==> src/logic/cscr_defs.svh <==
// Constants for the core status and timer/prescaler configuration registers.
// Assumes inclusion by bare name from the package and the design modules.
`ifndef CSCR_DEFS_SVH
`define CSCR_DEFS_SVH

// File address of the status register
`define CSCR_STATUS_ADDR 5'h03

// Status bit positions
`define CSCR_BIT_WAKE 7
`define CSCR_BIT_UNUSED 6
`define CSCR_BIT_PAGE 5
`define CSCR_BIT_TIMEOUT 4
`define CSCR_BIT_PWR_DOWN 3
`define CSCR_BIT_Z 2
`define CSCR_BIT_DIG_CARRY 1
`define CSCR_BIT_C 0

// Reset values
`define CSCR_STATUS_POR 8'h18
`define CSCR_OPTION_RST 8'hFF

// Configuration bit positions
`define CSCR_OPT_WAKE_DIS 7
`define CSCR_OPT_PULL_DIS 6
`define CSCR_OPT_CLK_SRC 5

// Pin set: six general pins, pull-up and wake only on pins 0, 1 and 3
`define CSCR_NUM_PINS 6
`define CSCR_PIN_PULL_MASK 6'h0B
`define CSCR_PIN_FORCE_IN 2

`endif

==> src/logic/cscr_pkg.sv <==
// Types shared by the status/configuration register block and its flag unit.
// Assumes the constants header sits beside it.
`include "cscr_defs.svh"

package cscr_pkg;

  // Operation of the instruction executed this cycle
  typedef enum logic [3:0] {
    CSCR_OP_MOVE,
    CSCR_OP_CLR,
    CSCR_OP_ADD,
    CSCR_OP_SUB,
    CSCR_OP_AND,
    CSCR_OP_IOR,
    CSCR_OP_XOR,
    CSCR_OP_BCLR,
    CSCR_OP_BSET,
    CSCR_OP_RLF,
    CSCR_OP_RRF
  } cscr_alu_op_t;

  // Cause of the reset presented with the reset strobe
  typedef enum logic [1:0] {
    CSCR_RST_POWER,
    CSCR_RST_CLEAR,
    CSCR_RST_WATCHDOG,
    CSCR_RST_PIN_WAKE
  } cscr_rst_kind_t;

endpackage : cscr_pkg

==> src/logic/cscr_flag_unit.sv <==
// Result and arithmetic flag computation for one instruction.
// Assumes the core presents both operands and the carry in the same cycle.
`timescale 1ns/10ps

module cscr_flag_unit
  import cscr_pkg::*;
(
  input wire cscr_alu_op_t op_i,
  input wire logic [7:0] acc_i,
  input wire logic [7:0] file_i,
  input wire logic [2:0] bit_sel_i,
  input wire logic carry_i,
  output logic [7:0] result_o,
  output logic z_o,
  output logic dig_carry_o,
  output logic c_o,
  output logic upd_z_o,
  output logic upd_dig_carry_o,
  output logic upd_c_o
);

  logic [8:0] sum;
  logic [4:0] nib;

  // Result and flags; moves and bit operations touch no flag
  always_comb
  begin
    sum = 9'h000;
    nib = 5'h00;
    result_o = file_i;
    dig_carry_o = 1'b0;
    c_o = 1'b0;
    upd_z_o = 1'b0;
    upd_dig_carry_o = 1'b0;
    upd_c_o = 1'b0;
    case (op_i)
      CSCR_OP_ADD:
      begin
        sum = {1'b0, file_i} + {1'b0, acc_i};
        nib = {1'b0, file_i[3:0]} + {1'b0, acc_i[3:0]};
        result_o = sum[7:0];
        c_o = sum[8];
        dig_carry_o = nib[4];
        upd_z_o = 1'b1;
        upd_dig_carry_o = 1'b1;
        upd_c_o = 1'b1;
      end
      CSCR_OP_SUB:
      begin
        sum = {1'b0, file_i} + {1'b0, ~acc_i} + 9'h001;
        nib = {1'b0, file_i[3:0]} + {1'b0, ~acc_i[3:0]} + 5'h01;
        result_o = sum[7:0];
        c_o = sum[8];
        dig_carry_o = nib[4];
        upd_z_o = 1'b1;
        upd_dig_carry_o = 1'b1;
        upd_c_o = 1'b1;
      end
      CSCR_OP_AND:
      begin
        result_o = file_i & acc_i;
        upd_z_o = 1'b1;
      end
      CSCR_OP_IOR:
      begin
        result_o = file_i | acc_i;
        upd_z_o = 1'b1;
      end
      CSCR_OP_XOR:
      begin
        result_o = file_i ^ acc_i;
        upd_z_o = 1'b1;
      end
      CSCR_OP_CLR:
      begin
        result_o = 8'h00;
        upd_z_o = 1'b1;
      end
      CSCR_OP_MOVE: result_o = acc_i;
      CSCR_OP_BCLR: result_o = file_i & ~(8'h01 << bit_sel_i);
      CSCR_OP_BSET: result_o = file_i | (8'h01 << bit_sel_i);
      CSCR_OP_RLF:
      begin
        result_o = {file_i[6:0], carry_i};
        c_o = file_i[7];
        upd_c_o = 1'b1;
      end
      CSCR_OP_RRF:
      begin
        result_o = {carry_i, file_i[7:1]};
        c_o = file_i[0];
        upd_c_o = 1'b1;
      end
      default: result_o = file_i;
    endcase
    z_o = (result_o == 8'h00);
  end

endmodule : cscr_flag_unit

==> src/logic/cscr_regs.sv <==
// Core status register and write-only timer/prescaler configuration register.
// Assumes the core drives one instruction per clock with synchronous strobes.
//
// Overview of operation
// - Clearing the status register zeroes bits 7..5, sets zero, keeps the rest.
// - Bit clear, bit set and move store the written value in bits 7, 5 and 2..0.
// - Status bit 5 selects program page 1 when set, page 0 when clear.
// - Timeout flag set by power-up, watchdog clear, sleep; cleared by timeout.
// - Digit carry is carry out of bit 3 on add, inverted borrow on subtract.
// - Configuration register is eight bits, write-only, never read back.
// - Only the configuration-load instruction copies the accumulator into it.
// - Any reset sets all eight configuration bits to one.
// - Output pins lose pull-up and wake-on-change regardless of global enables.
// - Timer clock source select set forces general pin two to input.
// - Flag-updating instructions writing status keep computed flags, not data.
// - Timeout and power-down flags ignore instruction writes.
`timescale 1ns/10ps
`include "cscr_defs.svh"

module cscr_regs
  import cscr_pkg::*;
(
  input wire logic CLK_SYS_I,
  input wire logic SRST_I,
  input wire cscr_rst_kind_t RST_KIND_I,
  input wire logic EXEC_I,
  input wire cscr_alu_op_t ALU_OP_I,
  input wire logic [7:0] ACC_I,
  input wire logic [7:0] FILE_I,
  input wire logic [4:0] FILE_ADDR_I,
  input wire logic [2:0] BIT_SEL_I,
  input wire logic DEST_F_I,
  input wire logic WD_CLEAR_I,
  input wire logic SLEEP_I,
  input wire logic OPT_LOAD_I,
  input wire logic [5:0] PIN_DIR_I,
  output logic [7:0] STATUS_O,
  output logic PAGE_SEL_O,
  output logic [7:0] OPTION_O,
  output logic [5:0] PIN_OUT_EN_O,
  output logic [5:0] PULLUP_EN_O,
  output logic [5:0] WAKE_EN_O
);

  logic [7:0] status;
  logic [7:0] next_status;
  logic [7:0] option;
  logic [7:0] next_option;
  logic [5:0] pin_oe;
  logic [5:0] next_pin_oe;
  logic [5:0] pull_en;
  logic [5:0] next_pull_en;
  logic [5:0] wake_en;
  logic [5:0] next_wake_en;
  logic [7:0] result;
  logic z;
  logic dig_carry;
  logic c;
  logic upd_z;
  logic upd_dig_carry;
  logic upd_c;
  logic any_upd;
  logic wr_status;

  // Pins that have a pull-up and wake-on-change at all
  localparam logic [5:0] pull_mask = `CSCR_PIN_PULL_MASK;

  // Decode of the status register file address
  function automatic logic cscr_is_status(input logic [4:0] addr);
    cscr_is_status = (addr == `CSCR_STATUS_ADDR);
  endfunction : cscr_is_status

  // Result and flags of the current instruction
  cscr_flag_unit u_flag_unit (
    .op_i(ALU_OP_I),
    .acc_i(ACC_I),
    .file_i(FILE_I),
    .bit_sel_i(BIT_SEL_I),
    .carry_i(status[`CSCR_BIT_C]),
    .result_o(result),
    .z_o(z),
    .dig_carry_o(dig_carry),
    .c_o(c),
    .upd_z_o(upd_z),
    .upd_dig_carry_o(upd_dig_carry),
    .upd_c_o(upd_c)
  );

  assign wr_status = EXEC_I && DEST_F_I && cscr_is_status(FILE_ADDR_I);
  assign any_upd = upd_z || upd_dig_carry || upd_c;

  // Next status: reset cause, instruction write, flag update, then events
  always_comb
  begin
    next_status = status;
    if (SRST_I)
    begin
      case (RST_KIND_I)
        CSCR_RST_CLEAR: next_status[7:5] = 3'h0;
        CSCR_RST_WATCHDOG:
        begin
          next_status[7:5] = 3'h0;
          next_status[`CSCR_BIT_TIMEOUT] = 1'b0;
        end
        CSCR_RST_PIN_WAKE: next_status[7:5] = 3'h4;
        default: next_status = `CSCR_STATUS_POR;
      endcase
    end
    else
    begin
      if (wr_status)
      begin
        // Timeout and power-down are not on the write path
        next_status[`CSCR_BIT_WAKE] = result[`CSCR_BIT_WAKE];
        next_status[`CSCR_BIT_UNUSED] = 1'b0;
        next_status[`CSCR_BIT_PAGE] = result[`CSCR_BIT_PAGE];
        if (!any_upd)
        begin
          next_status[2:0] = result[2:0];
        end
      end
      if (EXEC_I && upd_z)
      begin
        next_status[`CSCR_BIT_Z] = z;
      end
      if (EXEC_I && upd_dig_carry)
      begin
        next_status[`CSCR_BIT_DIG_CARRY] = dig_carry;
      end
      if (EXEC_I && upd_c)
      begin
        next_status[`CSCR_BIT_C] = c;
      end
      if (WD_CLEAR_I)
      begin
        next_status[`CSCR_BIT_TIMEOUT] = 1'b1;
        next_status[`CSCR_BIT_PWR_DOWN] = 1'b1;
      end
      if (SLEEP_I)
      begin
        next_status[`CSCR_BIT_TIMEOUT] = 1'b1;
        next_status[`CSCR_BIT_PWR_DOWN] = 1'b0;
      end
    end
  end

  // Next configuration: reset to ones, load from the accumulator only
  always_comb
  begin
    next_option = option;
    if (SRST_I)
    begin
      next_option = `CSCR_OPTION_RST;
    end
    else if (OPT_LOAD_I)
    begin
      next_option = ACC_I;
    end
  end

  // Per-pin direction, pull-up and wake qualification
  genvar g;
  generate
    for (g = 0; g < `CSCR_NUM_PINS; g = g + 1)
    begin : g_pin
      assign next_pin_oe[g] = !SRST_I && !PIN_DIR_I[g] &&
        !((g == `CSCR_PIN_FORCE_IN) && option[`CSCR_OPT_CLK_SRC]);
      assign next_pull_en[g] = !SRST_I && pull_mask[g] && PIN_DIR_I[g] &&
        !option[`CSCR_OPT_PULL_DIS];
      assign next_wake_en[g] = !SRST_I && pull_mask[g] && PIN_DIR_I[g] &&
        !option[`CSCR_OPT_WAKE_DIS];
    end
  endgenerate

  // State registers
  always_ff @(posedge CLK_SYS_I)
  begin
    status <= next_status;
    option <= next_option;
    pin_oe <= next_pin_oe;
    pull_en <= next_pull_en;
    wake_en <= next_wake_en;
  end

  // Outputs straight from the registers
  assign STATUS_O = status;
  assign PAGE_SEL_O = status[`CSCR_BIT_PAGE];
  assign OPTION_O = option;
  assign PIN_OUT_EN_O = pin_oe;
  assign PULLUP_EN_O = pull_en;
  assign WAKE_EN_O = wake_en;

  logic quiet;
  assign quiet = !WD_CLEAR_I && !SLEEP_I;
endmodule : cscr_regs

==> config.mk <==
export PLATFORM = sky130hd
export DESIGN_NAME = cscr_regs
export DESIGN_NICKNAME = d
export VERILOG_FILES = /design/src/logic/cscr_pkg.sv /design/src/logic/cscr_flag_unit.sv /design/src/logic/cscr_regs.sv
export VERILOG_INCLUDE_DIRS = /design/src /design/src/logic
export SDC_FILE = /design/constraint.sdc
export NUM_CORES = 1
export LEC_CHECK = 0
export BUFFER_PORTS_ARGS = -buffer_cell sky130_fd_sc_hd__buf_2
export CAP_MARGIN = 20
export CELL_PAD_IN_SITES_DETAIL_PLACEMENT = 1
export CELL_PAD_IN_SITES_GLOBAL_PLACEMENT = 2
export CORE_MARGIN = 3
export CORE_UTILIZATION = 30
export DETAILED_ROUTE_END_ITERATION = 10
export GPL_TIMING_DRIVEN = 1
export PLACE_DENSITY_LB_ADDON = 0.1
export SYNTH_ARGS = -nofsm -noshare
export SYNTH_HDL_FRONTEND = slang
export SYNTH_SLANG_ARGS = --single-unit
==> constraint.sdc <==
create_clock -name CLK_SYS_I -period 2.85 [get_ports CLK_SYS_I]
set_input_delay 0.1425 -clock CLK_SYS_I [delete_from_list [all_inputs] [get_ports CLK_SYS_I]]
set_output_delay 0.1425 -clock CLK_SYS_I [all_outputs]
set_load 0.005 [all_outputs]
==> key figures, run 1 <==
CTS
  – H-tree depth: 1
  – Longest Clk Path Bufs: 2
  – CTS clock-pin slew for the worst setup and hold paths: 100 ps
  – Clock latency on the worst-skew pair: 270 ps
  – CTS Root Cell: clkbuf_8
  – CTS tree: done
  – # resized after CTS: 0
  – Clock Sinks: 27
  – Total CTS buffers: 3

Power and ir drop
  – Net Sw Frac: 0.3645
  – Overall power: 0.001111 W
  – VDD IR-drop max: 0.1832 mV
  – P_sw: 0.0004051 W
  – Sequential share of power: 0.385
  – Pint: 0.0007062 W
  – Combinational Power Share: 0.416
  – Clock Power Share: 0.199
  – LEAKAGE: 1.475 nW
  – Pwr dens: 322.9 nW/um2

Place
  – DP Worst Slack: 130.6 ps
  – PortBufs: 70
  – GPL Wtd Cong: 0.8724
  – Hpwl dp: 8863 um
  – Inst Count DP: 567

Synthesis
  – Asr flop ratio synth: 0
  – Top cell type's share of synthesized area: 0.1393
  – Commonest register cell after synthesis: dfxtp_1
  – Synth top area cells: dfxtp_1, edfxtp_1, ha_1
  – Mapped Avg Cell Area: 7.688 um2
  – Seq/Total Area, Yosys: 0.2124
  – Syn Std Cell Area: 2875 um2
  – Post-synth top area cell: dfxtp_1
  – Yosys warns: 0
  – Post-synth EDFFs: 7
  – Syn Inst Count: 374
  – Synthesis-stage register bit count: 27
  – Synth cell types: 72

Route
  – Initial DRC Count: 136
  – Per-cell routed wire length: 18.89 um
  – DR vias: 3107
  – Antenna viol nets, final: 0
  – Drt via density: 5.413
  – Number of detailed-route iterations in the first pass: 4
  – DRC viols: 0
  – Routed wire length: 10840 um

Layout
  – Final std cells w/o fill: 574
  – Layout cell share with drive strength beyond 1: 0.2360
  – Area of the multi-input gates: 2004 um2
  – Layout fillers: 1187
  – Most frequent cells in the layout: buf_2, nand2_1, nor2_1, a21oi_1
  – Register Area: 610.6 um2
  – Final nets: 507
  – Syn-to-layout area delta: 19.71%
  – Number of antenna diodes: 0
  – Commonest non-fill, non-tap cell in the layout: buf_2

Floorplan
  – Die Y: 103.9 um
  – Core area: 9284 um2
  – Die Span X: 103.9 um
  – Initial cell density of the core: 0.3097
  – Die area: 10800 um2
  – Num rows: 35
  – Top-level port count: 78

Flow run
  – Max-cap violation count: 0

GRT
  – Initial antenna violation count: 0
  – Total grt overflow: 0
  – Global-route wire length before repair: 17230 um
  – Pin count of the biggest net entering global routing: 23
  – Gr usage total: 0.1969
  – Vias in the first global route: 3101

Timing
  – Achievable Freq: 410.3 MHz
  – Final Hold Viols: 0
  – Final setup viols: 0
  – Minimum clock period: 2437 ps
  – Max-slew violations: 0
  – Slew HR: 0.4891
  – Pin slew with the least headroom to its limit: 756.1 ps
  – Post-route setup TNS: 0 ps
  – Crit share post-route: 0.8551
  – Clk_skew: 7.226 ps
  – Final WS setup: 413.0 ps
  – RSZ-0062 raised after global routing: false

Setup path
  – Crit Path Max Fanout: 5
  – Worst EP required: 2950 ps
  – WS Path Type: in -> reg
  – Arrival @ worst endpoint: 2540 ps
  – CP Launch Type: primary input
  – Worst Setup End Kind: flip-flop

Outcome
  – Status: finished clean

Worst hold path
  – Worst hold path type: in -> reg
[power by group through the flow]
| stage | Combinational (W) | Sequential, W | Clock [W] |
|---|---|---|---|
| 6_report | 0.000463 | 0.000428 | 0.000221 |
| 5_1_grt | 0.000513 | 0.000431 | 0.000244 |
| 4_1_cts | 0.000461 | 0.000428 | 0.000231 |
| 3_5_place_dp | 0.000457 | 0.000437 | 0 |
| 3_3_place_gp | 0.000453 | 0.000436 | 0 |
| 2_1_floorplan | 0.000287 | 0.000439 | 0 |
[flip-flops by register name, indices dropped and copies added, names as in the netlist]
register      count
PIN_OUT_EN_O      6
WAKE_EN_O         3
PULLUP_EN_O       3
STATUS_O          7
OPTION_O          8
[per-layer routing]
| metal | part of all wire | routed length (um) | track usage | vias to the layer above |
|---|---|---|---|---|
| met4 | 0.016 | 176 | 0.03514 | 0 |
| met2 | 0.48 | 5207 | 0.3315 | 85 |
| met5 | 0 | 0 | 0 | - |
| li1 | - | - | - | 1497 |
| met3 | 0.056 | 610 | 0.03476 | 12 |
| met1 | 0.45 | 4846 | 0.2666 | 1513 |
[cell usage after synthesis (4+ instances only)]
library cell	instances
buf_4	10
nand2_1	35
edfxtp_1	7
a21oi_1	24
xnor2_1	4
nor3_1	9
buf_2	9
ha_1	16
o211ai_1	6
and2_1	9
clkbuf_1	9
o22ai_1	5
a21o_1	4
nor4_1	5
buf_6	4
mux2i_1	12
nand3b_1	4
nor2b_1	8
nor2_1	33
o21ai_0	19
nand3_1	8
a31oi_1	6
dfxtp_1	20
inv_1	21
or3_1	7
[what timing repair did]
item,4_1_cts,5_1_grt
hold buffers,2,1
setup buffers,0,0
hold endpoints to repair,2,1
[cell type report]
type | count | share of cell area
clock buffers | 3 | 0.01200
clock inverters | 1 | 0.002181
inverters | 21 | 0.02290
multi-input cells | 299 | 0.5823
flip-flops and latches | 27 | 0.1774
well taps | 129 | 0.04689
repair buffers | 94 | 0.1563
[final timing paths]
check | from | end | slack [ps] | cells after the start
worst max register to register | STATUS_O[0] | STATUS_O[2] | 690 | 5
worst max-delay path | ACC_I[0] | STATUS_O[2] | 410 | 11
worst min register to register | OPTION_O[5] | PIN_OUT_EN_O[2] | 460 | 1
worst min-delay path | PIN_DIR_I[1] | PIN_OUT_EN_O[1] | 30 | 2
[kinds of logic (layout without fill, tap and decap cells)]
group | count (synthesis) | count (layout) | share of synthesized area
AOI/OAI and AO/OA | 108 | 108 | 0.2676
xor gates and xnor gates | 7 | 7 | 0.02132
adders and majority gates | 18 | 18 | 0.08355
buffers and inverters | 54 | 119 | 0.09834
DFF | 27 | 27 | 0.2124
muxes | 13 | 13 | 0.04569
other | 1 | 7 | 0.001304
and+or+nand+nor | 146 | 146 | 0.2698
[worst max-delay path, stage by stage]
cell      delay (ps)
buf_2            140
ha_1             180
inv_1             50
fa_1             410
o21bai_1         170
a21oi_1          130
nor2_1           240
mux2i_1          230
nand4_1          110
or4b_1           530
o41ai_2          200
[through the flow]
step	hold WS [ps]	instance area (um2)	util
floorplan	209.2	2898	-
global placement	294.2	3363	0.3623
detailed placement	295.6	3363	0.3623
CTS	0.4799	3432	0.3697
global route	22.32	3442	0.3708
finish	25.54	3442	0.3708
Power figures use the tool's default switching activity.
==> run 2, diff against run 1 <==
clock period = 2.3 ns   (was 2.85 ns; I/O delays follow)
==> run 2 against run 1 <==
Compared with the run above: wire length grew 8.0%; clock power grew 23%; setup slack lost 390 ps; power grew 36%; cell area grew 16%; flip-flop and latch count is the same; first-iteration DRC count grew 43%; combinational power grew 54%; non-clock buffer count grew 57.
==> key figures, run 2 (synthesis gave the netlist of run 1 again) <==
Power and ir drop
  – Pwr dens: 378.8 nW/um2 (+17%)
  – Combinational Power Share: 0.470 (+0.054)
  – VDD IR-drop max: 0.2137 mV (+17%)
  – Clock Power Share: 0.179 (-0.020)
  – Pint: 0.0009763 W (+38%)
  – Sequential share of power: 0.351 (-0.034)
  – Net Sw Frac: 0.3547 (-0.009780)
  – LEAKAGE: 1.788 nW (+21%)
  – P_sw: 0.0005367 W (+32%)

Worst hold path
  – Worst hold path type: in -> reg
  – Startpoint of the worst hold path: PIN_DIR_I[0]
  – Hold Path Depth: 2 (unchanged)
  – Hold path endpoint: PIN_OUT_EN_O[0]

CTS
  – H-tree depth: 1 (unchanged)
  – Clock Sinks: 27 (unchanged)
  – Clock latency on the worst-skew pair: 270 ps (about the same)
  – Longest Clk Path Bufs: 2 (unchanged)
  – CTS Root Cell: clkbuf_8
  – CTS tree: done
  – CTS clock-pin slew for the worst setup and hold paths: 90 ps (about the same)
  – Total CTS buffers: 3 (unchanged)

Place
  – GPL Wtd Cong: 0.9351 (+7.2%)
  – Hpwl dp: 9812 um (+11%)
  – PortBufs: 70 (unchanged)
  – DP Worst Slack: -253.9 ps (-384.5 ps)

GRT
  – Pin count of the biggest net entering global routing: 28 (+22%)
  – Global-route wire length before repair: 18400 um (+6.8%)
  – Initial antenna violation count: 0 (unchanged)
  – Total grt overflow: 0 (unchanged)
  – Vias in the first global route: 3368 (+8.6%)
  – Gr usage total: 0.2117 (+0.01482)

Route
  – Number of detailed-route iterations in the first pass: 4 (unchanged)
  – DRC viols: 0 (unchanged)
  – Per-cell routed wire length: 18.55 um (-1.8%)
  – Initial DRC Count: 195 (+43%)
  – Routed wire length: 11710 um (+8.0%)
  – Antenna viol nets, final: 0 (unchanged)
  – DR vias: 3339 (+7.5%)
  – Drt via density: 5.292 (-2.2%)

Floorplan
  – Core area: 9284 um2 (unchanged)
  – Die Span X: 103.9 um (unchanged)
  – Top-level port count: 78 (unchanged)
  – Die area: 10800 um2 (unchanged)
  – Initial cell density of the core: 0.3097 (unchanged)
  – Num rows: 35 (unchanged)
  – Die Y: 103.9 um (unchanged)

Timing
  – RSZ-0062 raised after global routing: true
  – Crit share post-route: 0.9879
  – Clk_skew: 6.359 ps (-0.8671 ps)
  – Post-route setup TNS: 0 ps (unchanged)
  – Final setup viols: 0 (unchanged)
  – WHS: 20.87 ps (-4.661 ps)
  – Final Hold Viols: 0 (unchanged)
  – Max-slew violations: 0 (unchanged)
  – Final WS setup: 27.76 ps (-385.3 ps)
  – Achievable Freq: 440.1 MHz
  – Minimum clock period: 2272 ps

Setup path
  – Worst EP required: 2400 ps (-550 ps)
  – WS Path Type: reg -> reg
  – Reg-to-reg startpoint: STATUS_O[0]
  – Reg2Reg Setup Slack: 30 ps (-660 ps)
  – R2R depth: 5 (unchanged)
  – Worst Setup End Kind: flip-flop
  – Arrival @ worst endpoint: 2370 ps (-170 ps)
  – R2r endpoint: STATUS_O[2]
  – CP Launch Type: flip-flop
  – Crit Path Max Fanout: 3 (-2)

Layout
  – Largest register FFs: 8 (unchanged)
  – Final nets: 564 (+11%)
  – Most frequent cells in the layout: buf_4, buf_2, nand2_1, nor2_1, a21oi_1
  – Syn-to-layout area delta: 38.90%
  – Number of antenna diodes: 0 (unchanged)
  – Fin util: 0.4302 (+0.05943)
  – Layout cell share with drive strength beyond 1: 0.3406 (+0.1047)
  – Commonest non-fill, non-tap cell in the layout: buf_4
  – Layout fillers: 1173 (-1.2%)

Flow run
  – Max-cap violation count: 0 (unchanged)

Outcome
  – Status: finished clean
run 2: cell types whose count changed in the layout (fill, tap and decap cells not counted), moves of 2 or more:
cell	delta
dlygate4sd3_1	+2
buf_4	+54
ha_1	-3
ha_4	+3
buf_2	-2
run 2: routing by layer:
layer	global-route usage	vias up	wire [um]
met2	0.3709	99	5690
met5	0	-	0
met1	0.2824	1609	5122
met4	0.04179	0	206
met3	0.02235	16	685
li1	-	1615	-
run 2: critical path, stage by stage (launching register included):
cell and delay (ps):
edfxtp_1 470, a32oi_1 300, o311ai_0 180, a21oi_1 320, or4b_4 520, o41ai_4 320
run 2: area by class of cell:
type / count / area [um2] / area share
clock buffers: 4 / 45.04 / 0.01128
inverters: 21 / 78.83 / 0.01974
multi-input cells: 299 / 2098 / 0.5254
flip-flops and latches: 27 / 610.6 / 0.1529
well taps: 129 / 161.4 / 0.04041
repair buffers: 151 / 999.7 / 0.2503
run 2: power by group through the flow:
stage          sequential [W]  combinational (W)  clock [W]
2_1_floorplan        0.000543           0.000356          0
3_3_place_gp         0.000542           0.000655          0
3_5_place_dp         0.000543           0.000665          0
4_1_cts              0.000532           0.000675   0.000281
5_1_grt              0.000535           0.000779   0.000299
6_report             0.000531           0.000711   0.000271
run 2: what timing repair did:
action | CTS | global route
hold buffers | 5 | 0
gates resized for setup | 0 | 23
endpoints found under the setup margin | 0 | 2
hold endpoints to repair | 5 | 0
buffers inserted | 0 | 2
run 2: worst max path at each step:
| stage | cells after the start | endpoint | start | slack (ps) |
|---|---|---|---|---|
| after floorplan | 10 | STATUS_O[2] | ACC_I[0] | 70 |
| after global placement | 10 | STATUS_O[2] | ACC_I[0] | -190 |
| after detailed placement | 10 | STATUS_O[2] | ACC_I[0] | -250 |
| after CTS | 10 | STATUS_O[2] | ACC_I[0] | 40 |
| after global routing | 10 | STATUS_O[2] | ACC_I[0] | -40 |
| final | 5 | STATUS_O[2] | STATUS_O[0] | 30 |
run 2: metrics by stage:
| stage | cells | total power (W) | instance area [um2] |
|---|---|---|---|
| finish | 631 | 0.001513 | 3994 |
| floorplan | 380 | 0.0008991 | 2898 |
| global placement | 620 | 0.001197 | 3774 |
| detailed placement | 620 | 0.001209 | 3774 |
| CTS | 629 | 0.001488 | 3869 |
| global route | 631 | 0.001613 | 3994 |
